==> src/hdl/cctiod_pkg.sv <==
// package of constants and types for the card config timing and io decoder
package cctiod_pkg;

  // ==========================================================================
  // timing scale and speed byte layout
  localparam int WAIT_SCALE_LSB = 0;
  localparam int READY_SCALE_LSB = 2;
  localparam int RSVD_SCALE_LSB = 5;
  localparam logic [1:0] WAIT_UNUSED = 2'h3;
  localparam logic [2:0] READY_UNUSED = 3'h7;
  localparam logic [2:0] RSVD_UNUSED = 3'h7;
  localparam int SPEED_EXT_BIT = 7;

  // ==========================================================================
  // io space definition and range descriptor byte layout
  localparam int RANGE_BIT = 7;
  localparam int WIDTH_LSB = 5;
  localparam int LINES_LSB = 0;
  localparam logic [4:0] LINES_MAX = 5'h1A;
  localparam int RD_COUNT_LSB = 0;
  localparam int RD_ASIZE_LSB = 4;
  localparam int RD_LSIZE_LSB = 6;

  // ==========================================================================
  // bus width codes
  typedef enum logic [1:0] {
    WIDTH_RSVD = 2'h0,
    WIDTH_BYTE = 2'h1,
    WIDTH_STRICT = 2'h2,
    WIDTH_DUAL = 2'h3
  } cctiod_width_e;

  typedef struct packed {
    logic valid;
    logic [7:0] data;
    logic last;
  } cctiod_byte_s;

  typedef struct packed {
    logic [1:0] wait_scale;
    logic [2:0] ready_scale;
    logic [2:0] rsvd_scale;
    logic wait_used;
    logic ready_used;
    logic rsvd_used;
  } cctiod_timing_s;

  typedef struct packed {
    logic range_present;
    cctiod_width_e width;
    logic [4:0] line_count;
    logic lines_bad;
    logic [4:0] range_count;
  } cctiod_io_s;

  typedef struct packed {
    logic valid;
    logic is_word;
    logic reg_is_word;
    logic high_lane;
  } cctiod_access_s;

endpackage : cctiod_pkg

==> src/hdl/cctiod_top.sv <==
// descriptor decoder for config timing and io space fields, with access check
// Functional notes
// - timing field starts with scale byte, then extended speed-code bytes
// - scales are power-of-ten multipliers; wait scale applies to wait time
// - wait scale 3 means wait unused, no wait speed bytes
// - ready scale 7 means ready unused, no busy-time bytes
// - reserved scale 7 means no reserved speed bytes
// - present timings follow in order wait, ready, reserved
// - io entry has definition byte; range bit adds descriptor and ranges
// - each range holds start, length or both; several windows allowed
// - byte-only code 01: byte accesses on low lane only
// - code 10: width must match register width, odd byte any lane
// - code 10: word register indication tells host register width
// - code 11: any width unless eight-bit select set, then byte-only
// - range clear: definition byte alone, card decodes its own lines
// - line count 1..26 decoded by card; 27..31 reserved
`timescale 1ns/10ps
module cctiod_top
  import cctiod_pkg::*;
(
  // clock and reset
  input wire logic REF_CLK_I,
  input wire logic RST_I,
  // descriptor byte stream
  input wire logic TIMING_PRESENT_I,
  input wire logic IO_PRESENT_I,
  input wire logic START_I,
  input cctiod_pkg::cctiod_byte_s DESC_I,
  // io access port
  input cctiod_pkg::cctiod_access_s ACC_I,
  input wire logic EIGHT_BIT_HOST_SELECT_I,
  // decoded results
  output cctiod_pkg::cctiod_timing_s TIMING_O,
  output cctiod_pkg::cctiod_io_s IO_O,
  output logic [7:0] WAIT_SPEED_O,
  output logic [7:0] READY_SPEED_O,
  output logic DONE_O,
  output logic ERROR_O,
  output logic ACC_ACCEPT_O,
  output logic ACC_REJECT_O,
  output logic WIDTH16_N_O
);

  // ==========================================================================
  // parse state
  typedef enum logic [3:0] {
    ST_IDLE, ST_SCALE, ST_WAIT, ST_READY, ST_RSVD, ST_IODEF, ST_RDESC, ST_RANGE, ST_DONE
  } cctiod_state_e;

  cctiod_state_e state_r;
  cctiod_state_e state_nxt;
  logic io_want_r;
  logic [4:0] ranges_left_r;
  logic [3:0] bytes_left_r;
  logic [3:0] range_len_r;
  logic first_speed_r;
  logic [7:0] b;
  logic ext;

  assign b = DESC_I.data;
  assign ext = b[SPEED_EXT_BIT];

  // byte count for a size code of 0, 1, 2 or 4 bytes
  function automatic logic [3:0] size_bytes(input logic [1:0] code);
    size_bytes = (code == 2'h3) ? 4'h4 : {2'h0, code};
  endfunction : size_bytes

  // next state after the timing stage has finished with a given field
  function automatic cctiod_state_e after_timing(input logic want_io);
    after_timing = want_io ? ST_IODEF : ST_DONE;
  endfunction : after_timing

  // both size fields zero leaves no range bytes to count, so the parse must end there
  function automatic logic no_sizes(input logic [7:0] rd);
    no_sizes = rd[RD_ASIZE_LSB +: 2] == 2'h0 && rd[RD_LSIZE_LSB +: 2] == 2'h0;
  endfunction : no_sizes

  // ==========================================================================
  // next state
  always_comb
  begin
    state_nxt = state_r;
    case (state_r)
      ST_IDLE:
        if (START_I)
          state_nxt = TIMING_PRESENT_I ? ST_SCALE : (IO_PRESENT_I ? ST_IODEF : ST_DONE);
      ST_SCALE:
        if (DESC_I.valid)
        begin
          if (b[WAIT_SCALE_LSB +: 2] != WAIT_UNUSED)
            state_nxt = ST_WAIT;
          else if (b[READY_SCALE_LSB +: 3] != READY_UNUSED)
            state_nxt = ST_READY;
          else if (b[RSVD_SCALE_LSB +: 3] != RSVD_UNUSED)
            state_nxt = ST_RSVD;
          else
            state_nxt = after_timing(io_want_r);
        end
      ST_WAIT:
        if (DESC_I.valid && !ext)
        begin
          if (TIMING_O.ready_used)
            state_nxt = ST_READY;
          else if (TIMING_O.rsvd_used)
            state_nxt = ST_RSVD;
          else
            state_nxt = after_timing(io_want_r);
        end
      ST_READY:
        if (DESC_I.valid && !ext)
          state_nxt = TIMING_O.rsvd_used ? ST_RSVD : after_timing(io_want_r);
      ST_RSVD:
        if (DESC_I.valid && !ext)
          state_nxt = after_timing(io_want_r);
      ST_IODEF:
        if (DESC_I.valid)
          state_nxt = b[RANGE_BIT] ? ST_RDESC : ST_DONE;
      ST_RDESC:
        if (DESC_I.valid)
          state_nxt = no_sizes(b) ? ST_DONE : ST_RANGE;
      ST_RANGE:
        if (DESC_I.valid && bytes_left_r == 4'h1 && ranges_left_r == 5'h0)
          state_nxt = ST_DONE;
      ST_DONE:
        state_nxt = ST_IDLE;
      default:
        state_nxt = ST_IDLE;
    endcase
  end

  always_ff @(posedge REF_CLK_I)
  begin
    if (RST_I)
      state_r <= ST_IDLE;
    else
      state_r <= state_nxt;
  end

  always_ff @(posedge REF_CLK_I)
  begin
    if (RST_I)
      io_want_r <= 1'b0;
    else if (state_r == ST_IDLE && START_I)
      io_want_r <= IO_PRESENT_I;
  end

  // ==========================================================================
  // timing field capture
  always_ff @(posedge REF_CLK_I)
  begin
    if (RST_I)
      TIMING_O <= '0;
    else if (state_r == ST_SCALE && DESC_I.valid)
    begin
      TIMING_O.wait_scale <= b[WAIT_SCALE_LSB +: 2];
      TIMING_O.ready_scale <= b[READY_SCALE_LSB +: 3];
      TIMING_O.rsvd_scale <= b[RSVD_SCALE_LSB +: 3];
      TIMING_O.wait_used <= b[WAIT_SCALE_LSB +: 2] != WAIT_UNUSED;
      TIMING_O.ready_used <= b[READY_SCALE_LSB +: 3] != READY_UNUSED;
      TIMING_O.rsvd_used <= b[RSVD_SCALE_LSB +: 3] != RSVD_UNUSED;
    end
  end

  // only the first speed byte of the wait and ready times is kept; extensions and reserved speed bytes are skipped
  always_ff @(posedge REF_CLK_I)
  begin
    if (RST_I)
      first_speed_r <= 1'b1;
    else if (DESC_I.valid && (state_r == ST_WAIT || state_r == ST_READY || state_r == ST_RSVD))
      first_speed_r <= !ext;
    else if (state_r == ST_SCALE)
      first_speed_r <= 1'b1;
  end

  always_ff @(posedge REF_CLK_I)
  begin
    if (RST_I)
    begin
      WAIT_SPEED_O <= 8'h00;
      READY_SPEED_O <= 8'h00;
    end
    else if (DESC_I.valid && first_speed_r)
    begin
      if (state_r == ST_WAIT)
        WAIT_SPEED_O <= b;
      if (state_r == ST_READY)
        READY_SPEED_O <= b;
    end
  end

  // ==========================================================================
  // io space capture
  always_ff @(posedge REF_CLK_I)
  begin
    if (RST_I)
      IO_O <= '{range_present: 1'b0, width: WIDTH_RSVD, line_count: 5'h00, lines_bad: 1'b0, range_count: 5'h00};
    else if (state_r == ST_IODEF && DESC_I.valid)
    begin
      IO_O.range_present <= b[RANGE_BIT];
      IO_O.width <= cctiod_width_e'(b[WIDTH_LSB +: 2]);
      IO_O.line_count <= b[LINES_LSB +: 5];
      IO_O.lines_bad <= b[LINES_LSB +: 5] > LINES_MAX;
      IO_O.range_count <= 5'h00;
    end
    else if (state_r == ST_RDESC && DESC_I.valid)
      IO_O.range_count <= {1'b0, b[RD_COUNT_LSB +: 4]} + 5'h01;
  end

  always_ff @(posedge REF_CLK_I)
  begin
    if (RST_I)
    begin
      ranges_left_r <= 5'h00;
      bytes_left_r <= 4'h0;
      range_len_r <= 4'h0;
    end
    else if (state_r == ST_RDESC && DESC_I.valid)
    begin
      ranges_left_r <= {1'b0, b[RD_COUNT_LSB +: 4]};
      range_len_r <= size_bytes(b[RD_ASIZE_LSB +: 2]) + size_bytes(b[RD_LSIZE_LSB +: 2]);
      bytes_left_r <= size_bytes(b[RD_ASIZE_LSB +: 2]) + size_bytes(b[RD_LSIZE_LSB +: 2]);
    end
    else if (state_r == ST_RANGE && DESC_I.valid)
    begin
      if (bytes_left_r == 4'h1)
      begin
        bytes_left_r <= range_len_r;
        ranges_left_r <= ranges_left_r - 5'h01;
      end
      else
        bytes_left_r <= bytes_left_r - 4'h1;
    end
  end

  // ==========================================================================
  // completion and errors
  always_ff @(posedge REF_CLK_I)
  begin
    if (RST_I)
      DONE_O <= 1'b0;
    else
      DONE_O <= (state_r == ST_DONE);
  end

  // flags a reserved width, reserved line count, or both size fields zero
  always_ff @(posedge REF_CLK_I)
  begin
    if (RST_I)
      ERROR_O <= 1'b0;
    else if (state_r == ST_IDLE && START_I)
      ERROR_O <= 1'b0;
    else if (state_r == ST_IODEF && DESC_I.valid)
      ERROR_O <= b[WIDTH_LSB +: 2] == WIDTH_RSVD || b[LINES_LSB +: 5] > LINES_MAX;
    else if (state_r == ST_RDESC && DESC_I.valid && no_sizes(b))
      ERROR_O <= 1'b1;
  end

  // ==========================================================================
  // access width check; host splitting of word accesses is relied on
  cctiod_access u_access (
    .clk_i(REF_CLK_I),
    .rst_i(RST_I),
    .width_i(IO_O.width),
    .eight_bit_host_select_i(EIGHT_BIT_HOST_SELECT_I),
    .acc_i(ACC_I),
    .accept_o(ACC_ACCEPT_O),
    .reject_o(ACC_REJECT_O),
    .width16_n_o(WIDTH16_N_O)
  );

endmodule : cctiod_top

==> src/hdl/cctiod_access.sv <==
// access width checker for the io bus width modes
`timescale 1ns/10ps
module cctiod_access
  import cctiod_pkg::*;
(
  input wire logic clk_i,
  input wire logic rst_i,
  input cctiod_pkg::cctiod_width_e width_i,
  input wire logic eight_bit_host_select_i,
  input cctiod_pkg::cctiod_access_s acc_i,
  output logic accept_o,
  output logic reject_o,
  output logic width16_n_o
);

  logic ok;

  always_comb
  begin
    ok = 1'b0;
    case (width_i)
      WIDTH_BYTE: ok = !acc_i.is_word && !acc_i.high_lane;
      WIDTH_STRICT: ok = (acc_i.is_word == acc_i.reg_is_word);
      WIDTH_DUAL:
        if (eight_bit_host_select_i)
          ok = !acc_i.is_word && !acc_i.high_lane;
        else
          ok = 1'b1;
      default: ok = 1'b0;
    endcase
  end

  always_ff @(posedge clk_i)
  begin
    if (rst_i)
    begin
      accept_o <= 1'b0;
      reject_o <= 1'b0;
    end
    else
    begin
      accept_o <= acc_i.valid && ok;
      reject_o <= acc_i.valid && !ok;
    end
  end

  // word register indication, active low, only meaningful in strict mode
  always_ff @(posedge clk_i)
  begin
    if (rst_i)
      width16_n_o <= 1'b1;
    else
      width16_n_o <= !(acc_i.valid && width_i == WIDTH_STRICT && acc_i.reg_is_word);
  end

endmodule : cctiod_access

==> config.mk <==
export PLATFORM = sky130hd
export DESIGN_NAME = cctiod_top
export DESIGN_NICKNAME = d
export VERILOG_FILES = /design/src/hdl/cctiod_pkg.sv /design/src/hdl/cctiod_top.sv /design/src/hdl/cctiod_access.sv
export SDC_FILE = /design/constraint.sdc
export NUM_CORES = 1
export LEC_CHECK = 0
export BUFFER_PORTS_ARGS = -buffer_cell sky130_fd_sc_hd__buf_2
export CELL_PAD_IN_SITES_DETAIL_PLACEMENT = 0
export CELL_PAD_IN_SITES_GLOBAL_PLACEMENT = 1
export CORE_MARGIN = 1.5
export CORE_UTILIZATION = 37
export DETAILED_ROUTE_END_ITERATION = 12
export GPL_ROUTABILITY_DRIVEN = 1
export GPL_TIMING_DRIVEN = 0
export PLACE_DENSITY_LB_ADDON = 0.1
export SLEW_MARGIN = 20
export SYNTH_ARGS = -nofsm -noshare
export SYNTH_HDL_FRONTEND = slang
export SYNTH_HIERARCHICAL = 1
export SYNTH_SLANG_ARGS = --single-unit
==> constraint.sdc <==
create_clock -name REF_CLK_I -period 1.61 [get_ports REF_CLK_I]
set_clock_uncertainty 0.05 [all_clocks]
set_input_delay 0.161 -clock REF_CLK_I [delete_from_list [all_inputs] [get_ports REF_CLK_I]]
set_output_delay 0.161 -clock REF_CLK_I [all_outputs]
set_load 0.02 [all_outputs]
# Word level (Yosys, flattened, before mapping)
# Cells that the tools add are included.
[op_classes]
add_sub_neg = 4
mul = 0
div = 0
n_lt_le_gt_ge = 1
n_eq_ne = 26
shift = 0
n_mux = 33
bitwise_logic = 0
reduce_logical = 42
[ops]
columns = ["op", "n"]
rows = [
  ["$mux W4", 24],
  ["$pmux W4 S8", 1],
  ["$ne A2 B2 Y1 const B", 9],
  ["$logic_and A1 B1 Y1", 17],
  ["$eq A4 B3 Y1 const B", 4],
  ["$eq A2 B2 Y1 const B", 4],
  ["$eq A4 B1 Y1 const B", 2],
  ["$eq A4 B2 Y1 const B", 2],
  ["$reduce_and A2 Y1", 4],
  ["$reduce_and A8 Y1", 1],
  ["$reduce_bool A2 Y1", 4],
  ["$logic_not A2 Y1", 3],
  ["$mux W3", 2],
  ["$ne A3 B3 Y1 const B", 2],
  ["$reduce_or A2 Y1", 3],
  ["$add A4 B1 Y5 const B", 1],
  ["$gt A5 B5 Y1 const B", 1],
  ["$logic_not A1 Y1", 5],
  ["$logic_not A5 Y1", 1],
  ["$mux W1", 5],
  ["$sub A5 B1 Y5 const B", 1],
  ["$add A3 B3 Y4", 1],
  ["$eq A4 B4 Y1 const B", 1],
  ["$logic_not A4 Y1", 1],
  ["other kinds (5)", 7],
]
[totals]
reg_bits = 65
latchBits = 0
ram_bits = 0
mem_bits_ro = 0
in_bits = 20
output_inout_bits = 46
word_cells = 131
mem_count = 0

# Logic depth before layout (Yosys ltp)
# Gate-level depths: netlist of run 1.
[depth]
word_depth = 6
mapped_depth = 7
mapped_depth_nobuf = 7

# Hierarchy
# Netlist of run 1, hierarchy kept.
[modules_own_cells]
columns = ["module", "n_inst", "cells_each", "area_each_um2"]
rows = [
  ["cctiod_top", 1, 360, 3106.7],
  ["cctiod_access", 1, 13, 133.9],
]

# Worst setup path before layout of run 1
# OpenSTA, ideal clock, no wires.
[synth_timing]
kind = "flip-flop to flip-flop"
from = "register bytes_left_r[1]"
to = "register state_r[2]"
setup_time_ns = 0.059
arrival_time_ns = 1.639
t_required_ns = 1.501
slack_ns = -0.139
stages_incl_launch_ff = 8
n_path_buf = 0
path_cell_list = "dfxtp_1 -> inv_1 -> ha_1 -> nor3b_4 -> a311oi_1 -> a311oi_2 -> nor3b_4 -> a22o_1"
[synth_between]
elab_chain_cells = 5
[synth_rtl]
columns = ["element", "line_no", "rtl"]
rows = [
  ["start: declaration", "cctiod_top.sv:54", "logic [3:0] bytes_left_r;"],
  ["start signal: assignment", "cctiod_top.sv:221", "bytes_left_r <= size_bytes(b[RD_ASIZE_LSB +: 2]) + size_bytes(b[RD_LSIZE_LSB +: 2]);"],
  ["start signal: assignment", "cctiod_top.sv:227", "bytes_left_r <= range_len_r;"],
  ["start signal: assignment", "cctiod_top.sv:231", "bytes_left_r <= bytes_left_r - 4'h1;"],
  ["$eq A4 B1 Y1", "cctiod_top.sv:122", "if (DESC_I.valid && bytes_left_r == 4'h1 && ranges_left_r == 5'h0)"],
  ["$logic_and A1 B1 Y1 (2 in a row)", "cctiod_top.sv:122", ""],
  ["$ne A2 B2 Y1 (no source line)", "--", ""],
  ["$reduce_and A8 Y1 (no source line)", "--", ""],
  ["end signal: assignment", "cctiod_top.sv:136", "state_r <= state_nxt;"],
  ["end: declaration", "cctiod_top.sv:50", "cctiod_state_e state_r;"],
]
# Every way passes these cells.
# A chain may end at the register's enable or synchronous reset.

# Worst setup path in the final report of run 1
[layout_timing]
from = "register bytes_left_r[1]"
to = "register state_r[0]"
# Same word-level chain as after synthesis.

==> results of run 1 <==
-- worst paths after layout --
kind                                 startpoint  depth (start not counted)          to  slack [ns]
worst min-delay path               IO_PRESENT_I                          3   io_want_r        0.03
worst max register to register  bytes_left_r[1]                          7  state_r[0]       -0.22
worst min register to register         IO_O[13]                          2    IO_O[13]        0.40
worst max-delay path            bytes_left_r[1]                          7  state_r[0]       -0.22
-- cell type report --
cell class / count / area (um^2) / share of cell area
Multi-Input combinational cell: 277 / 1978 / 0.4624
Timing Repair Buffer: 78 / 440.4 / 0.1030
Tap cell: 105 / 131.4 / 0.03071
Clock buffer: 9 / 123.9 / 0.02896
Inverter: 8 / 30.03 / 0.007020
Clock inverter: 6 / 107.6 / 0.02515
Buffer: 24 / 152.6 / 0.03568
Sequential cell: 65 / 1314 / 0.3071
-- cell usage after synthesis, types with 2 or more instances --
library cell | instances | area (um^2)
xor2_1 | 2 | 17.52
a311oi_1 | 2 | 17.52
a211oi_1 | 5 | 37.54
clkbuf_1 | 10 | 37.54
buf_2 | 10 | 50.05
nand2b_1 | 5 | 31.28
o21ai_1 | 3 | 15.01
inv_1 | 8 | 30.03
nor2_1 | 61 | 229.0
a22oi_1 | 6 | 45.04
nor3b_4 | 2 | 37.54
nand4_4 | 2 | 42.54
ha_1 | 9 | 112.6
nor3b_1 | 2 | 15.01
o22ai_1 | 2 | 12.51
a21oi_1 | 30 | 150.1
mux2i_1 | 22 | 220.2
o21a_1 | 4 | 30.03
nand2_1 | 32 | 120.1
nand3b_1 | 2 | 15.01
nor4b_1 | 2 | 17.52
xnor2_1 | 2 | 17.52
and3_1 | 3 | 18.77
dfxtp_1 | 65 | 1301
nand4_1 | 3 | 18.77
nor3_1 | 7 | 35.03
a22o_1 | 3 | 26.28
nor4b_2 | 2 | 30.03
buf_4 | 3 | 22.52
and2_1 | 3 | 18.77
o21ai_0 | 7 | 35.03
a2111oi_2 | 3 | 45.04
nand3_1 | 8 | 40.04
nor2b_1 | 12 | 75.07
o211ai_1 | 3 | 22.52
a31oi_1 | 2 | 12.51
-- logic make-up (layout without fill, tap and decap cells) --
group | after synthesis | in the layout | synth area share
buffers and inverters | 32 | 125 | 0.04440
adder cells (fa/ha/maj) | 10 | 10 | 0.04093
AO/OA/AOI/OAI | 80 | 80 | 0.1687
XOR/XNOR | 4 | 4 | 0.01081
flip-flops | 65 | 65 | 0.4015
AND/OR/NAND/NOR | 159 | 160 | 0.2622
multiplexers | 23 | 23 | 0.07143
-- per-layer routing --
metal  up-vias  global-route usage  share of wire
li1       1508                   -              -
met1      1448              0.2692           0.47
met2        66              0.3549           0.48
met3        11             0.03991          0.036
met4         0             0.06643          0.015
met5         -                   0              0
-- tightest hold or removal path, delay by kind of cell --
| family | cells | cell delay [ns] |
|---|---|---|
| buffers and inverters | 1 | 0.10 |
| and+or+nand+nor | 1 | 0.08 |
| muxes | 1 | 0.06 |
-- registers in the layout, indices dropped and copies added (netlist names) --
signal	flops
IO_O	14
u_access/reject_o	1
ranges_left_r	5
TIMING_O	11
WAIT_SPEED_O	8
ERROR_O	1
bytes_left_r	4
first_speed_r	1
u_access/width16_n_o	1
u_access/accept_o	1
state_r	4
io_want_r	1
DONE_O	1
READY_SPEED_O	8
range_len_r	4
-- stage by stage --
step | area [um^2] | setup TNS [ns] | hold slack (ns)
2_1_floorplan | 3279 | -0.1438 | 0.1729
3_3_place_gp | 3721 | -7.374 | 0.3156
3_5_place_dp | 3721 | -7.649 | 0.3157
4_1_cts | 4098 | -1.282 | 0.02774
5_1_grt | 4278 | -2.714 | 0.08024
6_report | 4278 | -1.310 | 0.03467
-- power by group --
| group | switching, W | internal (W) | leakage [nW] |
|---|---|---|---|
| combinational | 0.000791 | 0.000599 | 1.24 |
| clock | 0.000649 | 0.00101 | 0.115 |
| sequential | 0.000110 | 0.00172 | 0.529 |
-- repair_timing --
| action | in CTS | in global routing |
|---|---|---|
| resized for setup | 25 | 27 |
| pin swaps | 5 | 11 |
| endpoints found under the hold margin | 1 | 0 |
| setup buffers | 7 | 8 |
| hold buffers | 1 | 0 |
| gates cloned | 0 | 2 |
| endpoints found under the setup margin | 52 | 49 |
==> metrics, run 1 <==
initial core utilization 0.3885; Crit. End Element flip-flop; share of cells above drive strength 1 0.3383; main flop type after synthesis dfxtp_1; CP peak stage delay 0.34 ns; Syn. warnings 6; Die X 96.59 um; failing checks negative setup slack; Buf/Inv on CP 1; # nets final 493; most frequent cells in the layout buf_2 (65), nor2_1 (59), dfxtp_1 (57), nand2_1 (32), a21oi_1 (29); clk_lat worst skew 0.34 ns; CTS buffer count 9; HP Class in2reg; leakage 1.884 nW; Async SR Flop Fraction 0; CTS tree yes; register area share after synthesis 0.4015; die area 0.009329 mm^2; Max rail drop VDD 0.5948 mV; Final Worst Setup Slack -0.2230 ns; drt first pass iters 4; commonest non-fill, non-tap cell in the layout buf_2; outcome finished, violations left; number of flops mapped to enable cells by yosys 0; Netlist cell types 62; vias in the first global route 2,842; Tmin final 1.833 ns; Critical Path AT 2.07 ns; IO buf count 62; die height 96.59 um; Synth Instances 373; WL/cell 16.83 um; final slew viol count 0; clock sinks 65; Mapped Avg Cell Area 8.688 um^2; DP Worst Slack -0.3776 ns; clock root buffer clkbuf_8; Placed Cells 540; vias per inst 5.302; synthesized net count 403; first-pass GRT wire length 14,530 um; crit-path leading delay family compound AO/OA/AOI/OAI gates; Starting DRT DRC Count 112; gr ovfl total 0; Layout area overhead 32.01%; WL final 9624 um; Non-Filler Instances 572; Startpoint Class flip-flop; DRC errors left 0; initial antenna violation count 0; maxcap violations 0; Setup violations, final 9; Via Count 3,033; Slowest-stage cell, CP dfxtp_2; worst-margin pin slew 0.7113 ns; ANT cells 0; largest net degree at the start of global routing 12; Synth Register Bits 65; total power 0.004883 W; FMAX 545.6 MHz; worst-path cell chain inv_2 > ha_4 > nor3b_4 > a311oi_2 > a311oi_2 > nor3b_4 > a22o_1; Final HPWL DP 6575 um; clk slew on worst S/H paths 0.07 ns; Routability Congestion 0.7910; relative slew slack 0.5258; synthesized cell area 0.003241 mm^2; class of the most critical setup path reg2reg; number of H-tree levels 3; post-route ant nets 0; CP Data Required Time 1.85 ns; Critical Path Fanout Max 4; # IOs 66; Filler Cell Count 848; hold violation count in the final report 0; Total GRT Usage 0.2102; Tcrit/Tclk final 1.139; final core occ 0.5129; total core area 0.008341 mm^2; RSZ-0062 raised after global routing yes; clk buf depth 2; Core Rows 33; PD cells 1141 mW/mm^2
(Power assumes the default switching activity.)
==> run 2, diff against run 1 <==
- CORE_ASPECT_RATIO: unset -> 0.75
==> metrics, run 2 (synthesized netlist as in run 1, its figures left out) <==
relative slew slack 0.5339 (was 0.5258); Startpoint Class flip-flop (unchanged); Slowest-stage cell, CP dfxtp_2 (unchanged); post-route ant nets 0 (unchanged); Via Count 3,082 (was 3,033); Worst path most repeated cell a311oi_2; CP Data Required Time 1.83 ns (was 1.85 ns); clk slew on worst S/H paths 0.06 ns (was 0.07 ns); Starting DRT DRC Count 201 (was 112); largest net degree at the start of global routing 11 (was 12); final core occ 0.5187 (was 0.5129); Crit. End Element flip-flop (unchanged); # nets final 497 (was 493); vias per inst 5.332 (was 5.302); Routability Congestion 0.8263 (was 0.7910); first-pass GRT wire length 15,480 um (was 14,530 um); DP Worst Slack -0.3813 ns (was -0.3776 ns); CP peak stage delay 0.32 ns (was 0.34 ns); initial core utilization 0.3817 (was 0.3885); Sw Share 0.3022 (was 0.3175); FMAX 549.3 MHz (was 545.6 MHz); most frequent cells in the layout buf_2 (65), dfxtp_1 (58), nor2_1 (57), nand2_1 (31), a21oi_1 (28) (was buf_2 (65), nor2_1 (59), dfxtp_1 (57), nand2_1 (32), a21oi_1 (29)); leakage 1.953 nW (was 1.884 nW); worst-path cell chain inv_2 > ha_4 > nor4b_4 > a311oi_2 > a311oi_2 > nor3b_4 > a22o_1 (was inv_2 > ha_4 > nor3b_4 > a311oi_2 > a311oi_2 > nor3b_4 > a22o_1); CTS tree yes (unchanged); clk_lat worst skew 0.33 ns (was 0.34 ns); Setup crit end state_r[0] (unchanged); total core area 0.008491 mm^2 (was 0.008341 mm^2); Layout area overhead 35.91% (was 32.01%); Core Rows 29 (was 33); drt first pass iters 4 (unchanged); sw power 0.001602 W (was 0.001550 W); Total GRT Usage 0.2148 (was 0.2102); Tmin final 1.821 ns (was 1.833 ns); sequential power share 0.345 (was 0.375); number of H-tree levels 3 (unchanged); final slew viol count 0 (unchanged); Worst Setup SP ranges_left_r[1] (was bytes_left_r[1]); share of cells above drive strength 1 0.3468 (was 0.3383); die area 0.009335 mm^2 (was 0.009329 mm^2); clk buf depth 2 (unchanged); R2R Path Start ranges_left_r[1] (was bytes_left_r[1]); gr ovfl total 0 (unchanged); Tcrit/Tclk final 1.131 (was 1.139); vias in the first global route 2,852 (was 2,842); reg2reg setup slack -0.21 ns (was -0.22 ns); failing checks negative setup slack (unchanged); WL/cell 17.15 um (was 16.83 um); Critical Path Fanout Max 4 (unchanged); # IOs 66 (unchanged); Biggest register IO_O (unchanged); WL final 9912 um (was 9624 um); Filler Cell Count 843 (was 848); R2R cell count 7 (unchanged); Critical Path AT 2.04 ns (was 2.07 ns); outcome finished, violations left (unchanged); DRC errors left 0 (unchanged); IO buf count 62 (unchanged); RSZ-0062 raised after global routing yes (unchanged); r2r endpoint state_r[0] (unchanged); die height 84.05 um (was 96.59 um); clock root buffer clkbuf_16 (was clkbuf_8); flip-flop count of the largest register after layout 14 (unchanged); hold violation count in the final report 0 (unchanged); Final HPWL DP 6679 um (was 6575 um); HP Class in2reg (unchanged); CTS buffer count 9 (unchanged); ANT cells 0 (unchanged); Setup violations, final 9 (unchanged); PD cells 1204 mW/mm^2 (was 1141 mW/mm^2); maxcap violations 0 (unchanged); commonest non-fill, non-tap cell in the layout buf_2 (unchanged); Final Worst Setup Slack -0.2106 ns (was -0.2230 ns); Internal 0.003700 W (was 0.003332 W); Clock Power Share 0.399 (was 0.341); initial antenna violation count 0 (unchanged); worst-margin pin slew 0.6991 ns (was 0.7113 ns); Max rail drop VDD 0.6619 mV (was 0.5948 mV); Regs by FF count IO_O: 14 flops, TIMING_O: 11 flops (unchanged); clock sinks 65 (unchanged); Die X 111.1 um (was 96.59 um); class of the most critical setup path reg2reg (unchanged); combinational share of power 0.255 (was 0.285)
==> run 2: cell count changes in the layout (fill, tap and decap cells not counted), moves of 2 or more <==
cell       previous run  this run
buf_4                19        22
clkbuf_16             0         9
clkbuf_8              9         2
dfxtp_2               7         5
nor2_1               59        57
==> run 2: power by group through the flow <==
stage,Clock [W],Sequential [W],Combinational (W)
finish,0.00212,0.00183,0.00135
floorplan,0,0.00190,0.000791
detailed placement,0,0.00185,0.00118
CTS,0.00215,0.00182,0.00123
global route,0.00223,0.00185,0.00147
global placement,0,0.00184,0.00118
==> run 2: how the worst min path moves through the flow <==
stage	cells past startpoint	from	to
2_1_floorplan	1	ACC_I[1]	u_access/width16_n_o
3_3_place_gp	2	ACC_I[1]	u_access/width16_n_o
3_5_place_dp	2	ACC_I[1]	u_access/width16_n_o
4_1_cts	3	IO_PRESENT_I	io_want_r
5_1_grt	3	IO_PRESENT_I	io_want_r
6_report	3	IO_PRESENT_I	io_want_r
==> run 2: repair_timing <==
item,4_1_cts,5_1_grt
gates resized for setup,30,26
hold endpoints to repair,1,0
hold buffers,1,0
buffers inserted,11,7
cloned,1,2
endpoints found under the setup margin,51,50
pin swaps,10,14
==> run 2: cell type report <==
| class | instances | area (um^2) | area share |
|---|---|---|---|
| sequential | 65 | 1315 | 0.2986 |
| clock buffer | 11 | 252.7 | 0.05739 |
| buffer | 24 | 156.4 | 0.03551 |
| inverter | 8 | 30.03 | 0.006818 |
| multi-input combinational | 277 | 1983 | 0.4503 |
| tap | 108 | 135.1 | 0.03068 |
| clock inverter | 3 | 65.06 | 0.01477 |
| timing repair buffer | 82 | 466.7 | 0.1060 |
==> run 2: layer usage <==
layer | track usage | wire length [um] | up-vias | share of wire
met5 | 0 | 0 | - | 0
met2 | 0.3272 | 4502 | 76 | 0.45
met3 | 0.05374 | 403 | 9 | 0.041
li1 | - | - | 1518 | -
met4 | 0.06674 | 104 | 0 | 0.010
met1 | 0.2998 | 4902 | 1479 | 0.49
==> run 2: critical path: cells and delay by family (launching register included) <==
family	cells	cell delay, ns
DFF	1	0.32
buffers and inverters	1	0.08
and+or+nand+nor	2	0.58
AOI/OAI and AO/OA	3	0.60
adders and majority gates	1	0.13
==> run 2: stage by stage <==
stage,cell area (um^2),instances,power (W),setup TNS (ns),hold WS (ns)
final,4404,578,0.005303,-1.078,0.04334
after global routing,4404,578,0.005542,-2.227,0.07925
after CTS,4234,570,0.005188,-1.363,0.03801
after detailed placement,3725,543,0.003024,-7.959,0.3200
after global placement,3725,543,0.003024,-7.333,0.3135
after floorplan,3279,373,0.002695,-0.1438,0.1729
==> run 3, diff against run 2 <==
- CORE_ASPECT_RATIO: 0.75 -> 0.8
- CORE_UTILIZATION: 37 -> 40
- SLEW_MARGIN: 20 -> 0
- clock period: 1.61 -> 2.1 ns (I/O delays scaled with it)
==> metrics, run 3 (synthesized netlist as in run 1, its figures left out) <==
# IOs 66 (unchanged); WL/cell 15.97 um (was 17.15 um); maxcap violations 0 (unchanged); initial core utilization 0.4097 (was 0.3817); Seq. cell area 0.001301 mm^2 (was 0.001315 mm^2); Tcrit/Tclk final 0.9685 (was 1.131); WL final 8961 um (was 9912 um); leakage 1.754 nW (was 1.953 nW); number of H-tree levels 3 (unchanged); Regs by FF count IO_O: 14 flops, TIMING_O: 11 flops (unchanged); HP Class in2reg (unchanged); Core Rows 29 (unchanged); DRC errors left 0 (unchanged); flip-flop count of the largest register after layout 14 (unchanged); most frequent cells in the layout buf_2 (72), dfxtp_1 (65), nor2_1 (61), nand2_1 (32), a21oi_1 (30) (was buf_2 (65), dfxtp_1 (58), nor2_1 (57), nand2_1 (31), a21oi_1 (28)); R2R cell count 6 (was 7); clk slew on worst S/H paths 0.07 ns (was 0.06 ns); Biggest register IO_O (unchanged); Startpoint Class flip-flop (unchanged); clk buf depth 2 (unchanged); outcome complete, no violations (was finished, violations left); gr ovfl total 0 (unchanged); IO buf count 62 (unchanged); largest net degree at the start of global routing 13 (was 11); Critical Path Fanout Max 5 (was 4); PD cells 893.1 mW/mm^2 (was 1204 mW/mm^2); vias in the first global route 2,687 (was 2,852); clk_lat worst skew 0.35 ns (was 0.33 ns); CTS buffer count 9 (unchanged); Final HPWL DP 6392 um (was 6679 um); hold violation count in the final report 0 (unchanged); Critical Path AT 2.28 ns (was 2.04 ns); ANT cells 0 (unchanged); Via Count 2,959 (was 3,082); # nets final 478 (was 497); Tmin final 2.034 ns (was 1.821 ns); Final Worst Setup Slack 0.06610 ns (was -0.2106 ns); clock sinks 65 (unchanged); Filler Cell Count 846 (was 843); die area 0.008654 mm^2 (was 0.009335 mm^2); final slew viol count 0 (unchanged); setup tns final 0 ns (was -1.078 ns); CTS tree yes (unchanged); worst-margin pin slew 0.6891 ns (was 0.6991 ns); share of cells above drive strength 1 0.2450 (was 0.3468); Layout area overhead 21.47% (was 35.91%); CP Data Required Time 2.35 ns (was 1.83 ns); die height 83.51 um (was 84.05 um); clock root buffer clkbuf_8 (was clkbuf_16); multi-input logic area 0.001803 mm^2 (was 0.001983 mm^2); Die X 103.6 um (was 111.1 um); hold depth 2 (was 3); vias per inst 5.275 (was 5.332); class of the most critical setup path reg2reg (unchanged); drt first pass iters 4 (unchanged); relative slew slack 0.5406 (was 0.5339); Crit. End Element flip-flop (unchanged); DP Worst Slack -0.1444 ns (was -0.3813 ns); hold_ws 0.007312 ns (was 0.04334 ns); initial antenna violation count 0 (unchanged); Post-CTS Hold Buffers 0 (was 1); post-route ant nets 0 (unchanged); first-pass GRT wire length 14,360 um (was 15,480 um); FMAX 491.7 MHz (was 549.3 MHz); Setup violations, final 0 (was 9); commonest non-fill, non-tap cell in the layout buf_2 (unchanged); RSZ-0062 raised after global routing no (was yes); Max rail drop VDD 0.4213 mV (was 0.6619 mV); Total GRT Usage 0.2120 (was 0.2148); total core area 0.007910 mm^2 (was 0.008491 mm^2); Routability Congestion 0.8350 (was 0.8263); Starting DRT DRC Count 118 (was 201)
-- run 3: cell count changes in the layout (fill, tap and decap cells not counted), sizes merged --
cell | previous run | this run
buf | 93 | 78
clkbuf | 22 | 20
clkdlybuf4s15 | 1 | 0
clkinv | 1 | 2
clkinvlp | 0 | 1
dlygate4sd3 | 1 | 0
inv | 8 | 9
nand4 | 6 | 5
-- run 3: worst paths after layout --
path	start	to	slack [ns]
worst max-delay path	bytes_left_r[0]	state_r[0]	0.07
worst min-delay path	ACC_I[1]	u_access/width16_n_o	0.007
worst max register to register	bytes_left_r[0]	state_r[0]	0.07
worst min register to register	IO_O[9]	IO_O[9]	0.40
-- run 3: metal layers --
| metal | vias up | wire length [um] | part of all wire | GRT usage |
|---|---|---|---|---|
| met3 | 13 | 346 | 0.039 | 0.03903 |
| met2 | 74 | 4015 | 0.45 | 0.3236 |
| met5 | - | 0 | 0 | 0 |
| li1 | 1475 | - | - | - |
| met4 | 0 | 125 | 0.014 | 0.07197 |
| met1 | 1397 | 4473 | 0.50 | 0.3018 |
-- run 3: where the power goes --
part           total (W)  switching, W  internal (W)
clock            0.00123      0.000527      0.000705
sequential       0.00139     0.0000734       0.00131
combinational   0.000898      0.000544      0.000354
-- run 3: timing repair --
action,in CTS,in global routing
buffers inserted,1,1
endpoints found under the setup margin,5,5
endpoints found under the hold margin,0,0
pin swaps,0,1
gates resized for setup,1,1
-- run 3: per-stage QoR --
stage | std cells | utilization | instance area [um^2] | total power (W)
after floorplan | 373 | - | 3241 | 0.002059
after global placement | 543 | 0.4660 | 3686 | 0.002304
after CTS | 560 | 0.4965 | 3928 | 0.003537
after detailed placement | 543 | 0.4660 | 3686 | 0.002303
after global routing | 561 | 0.4976 | 3936 | 0.003708
final | 561 | 0.4976 | 3936 | 0.003515
-- run 3: worst max-delay path: stages, from the launching register on --
cell and delay, ns:
dfxtp_1 0.44, ha_1 0.26, nor3b_4 0.29, a311oi_1 0.16
a311oi_2 0.31, nor3b_4 0.30, a22o_1 0.17
-- run 3: final cells by class --
class                   count  area share
repair buffers             64     0.08264
flip-flops and latches     65      0.3306
well taps                 108     0.03433
inverters                   8    0.007629
clock buffers              10     0.03496
plain buffers              24     0.02893
clock inverters             6     0.02289
multi-input cells         276      0.4580
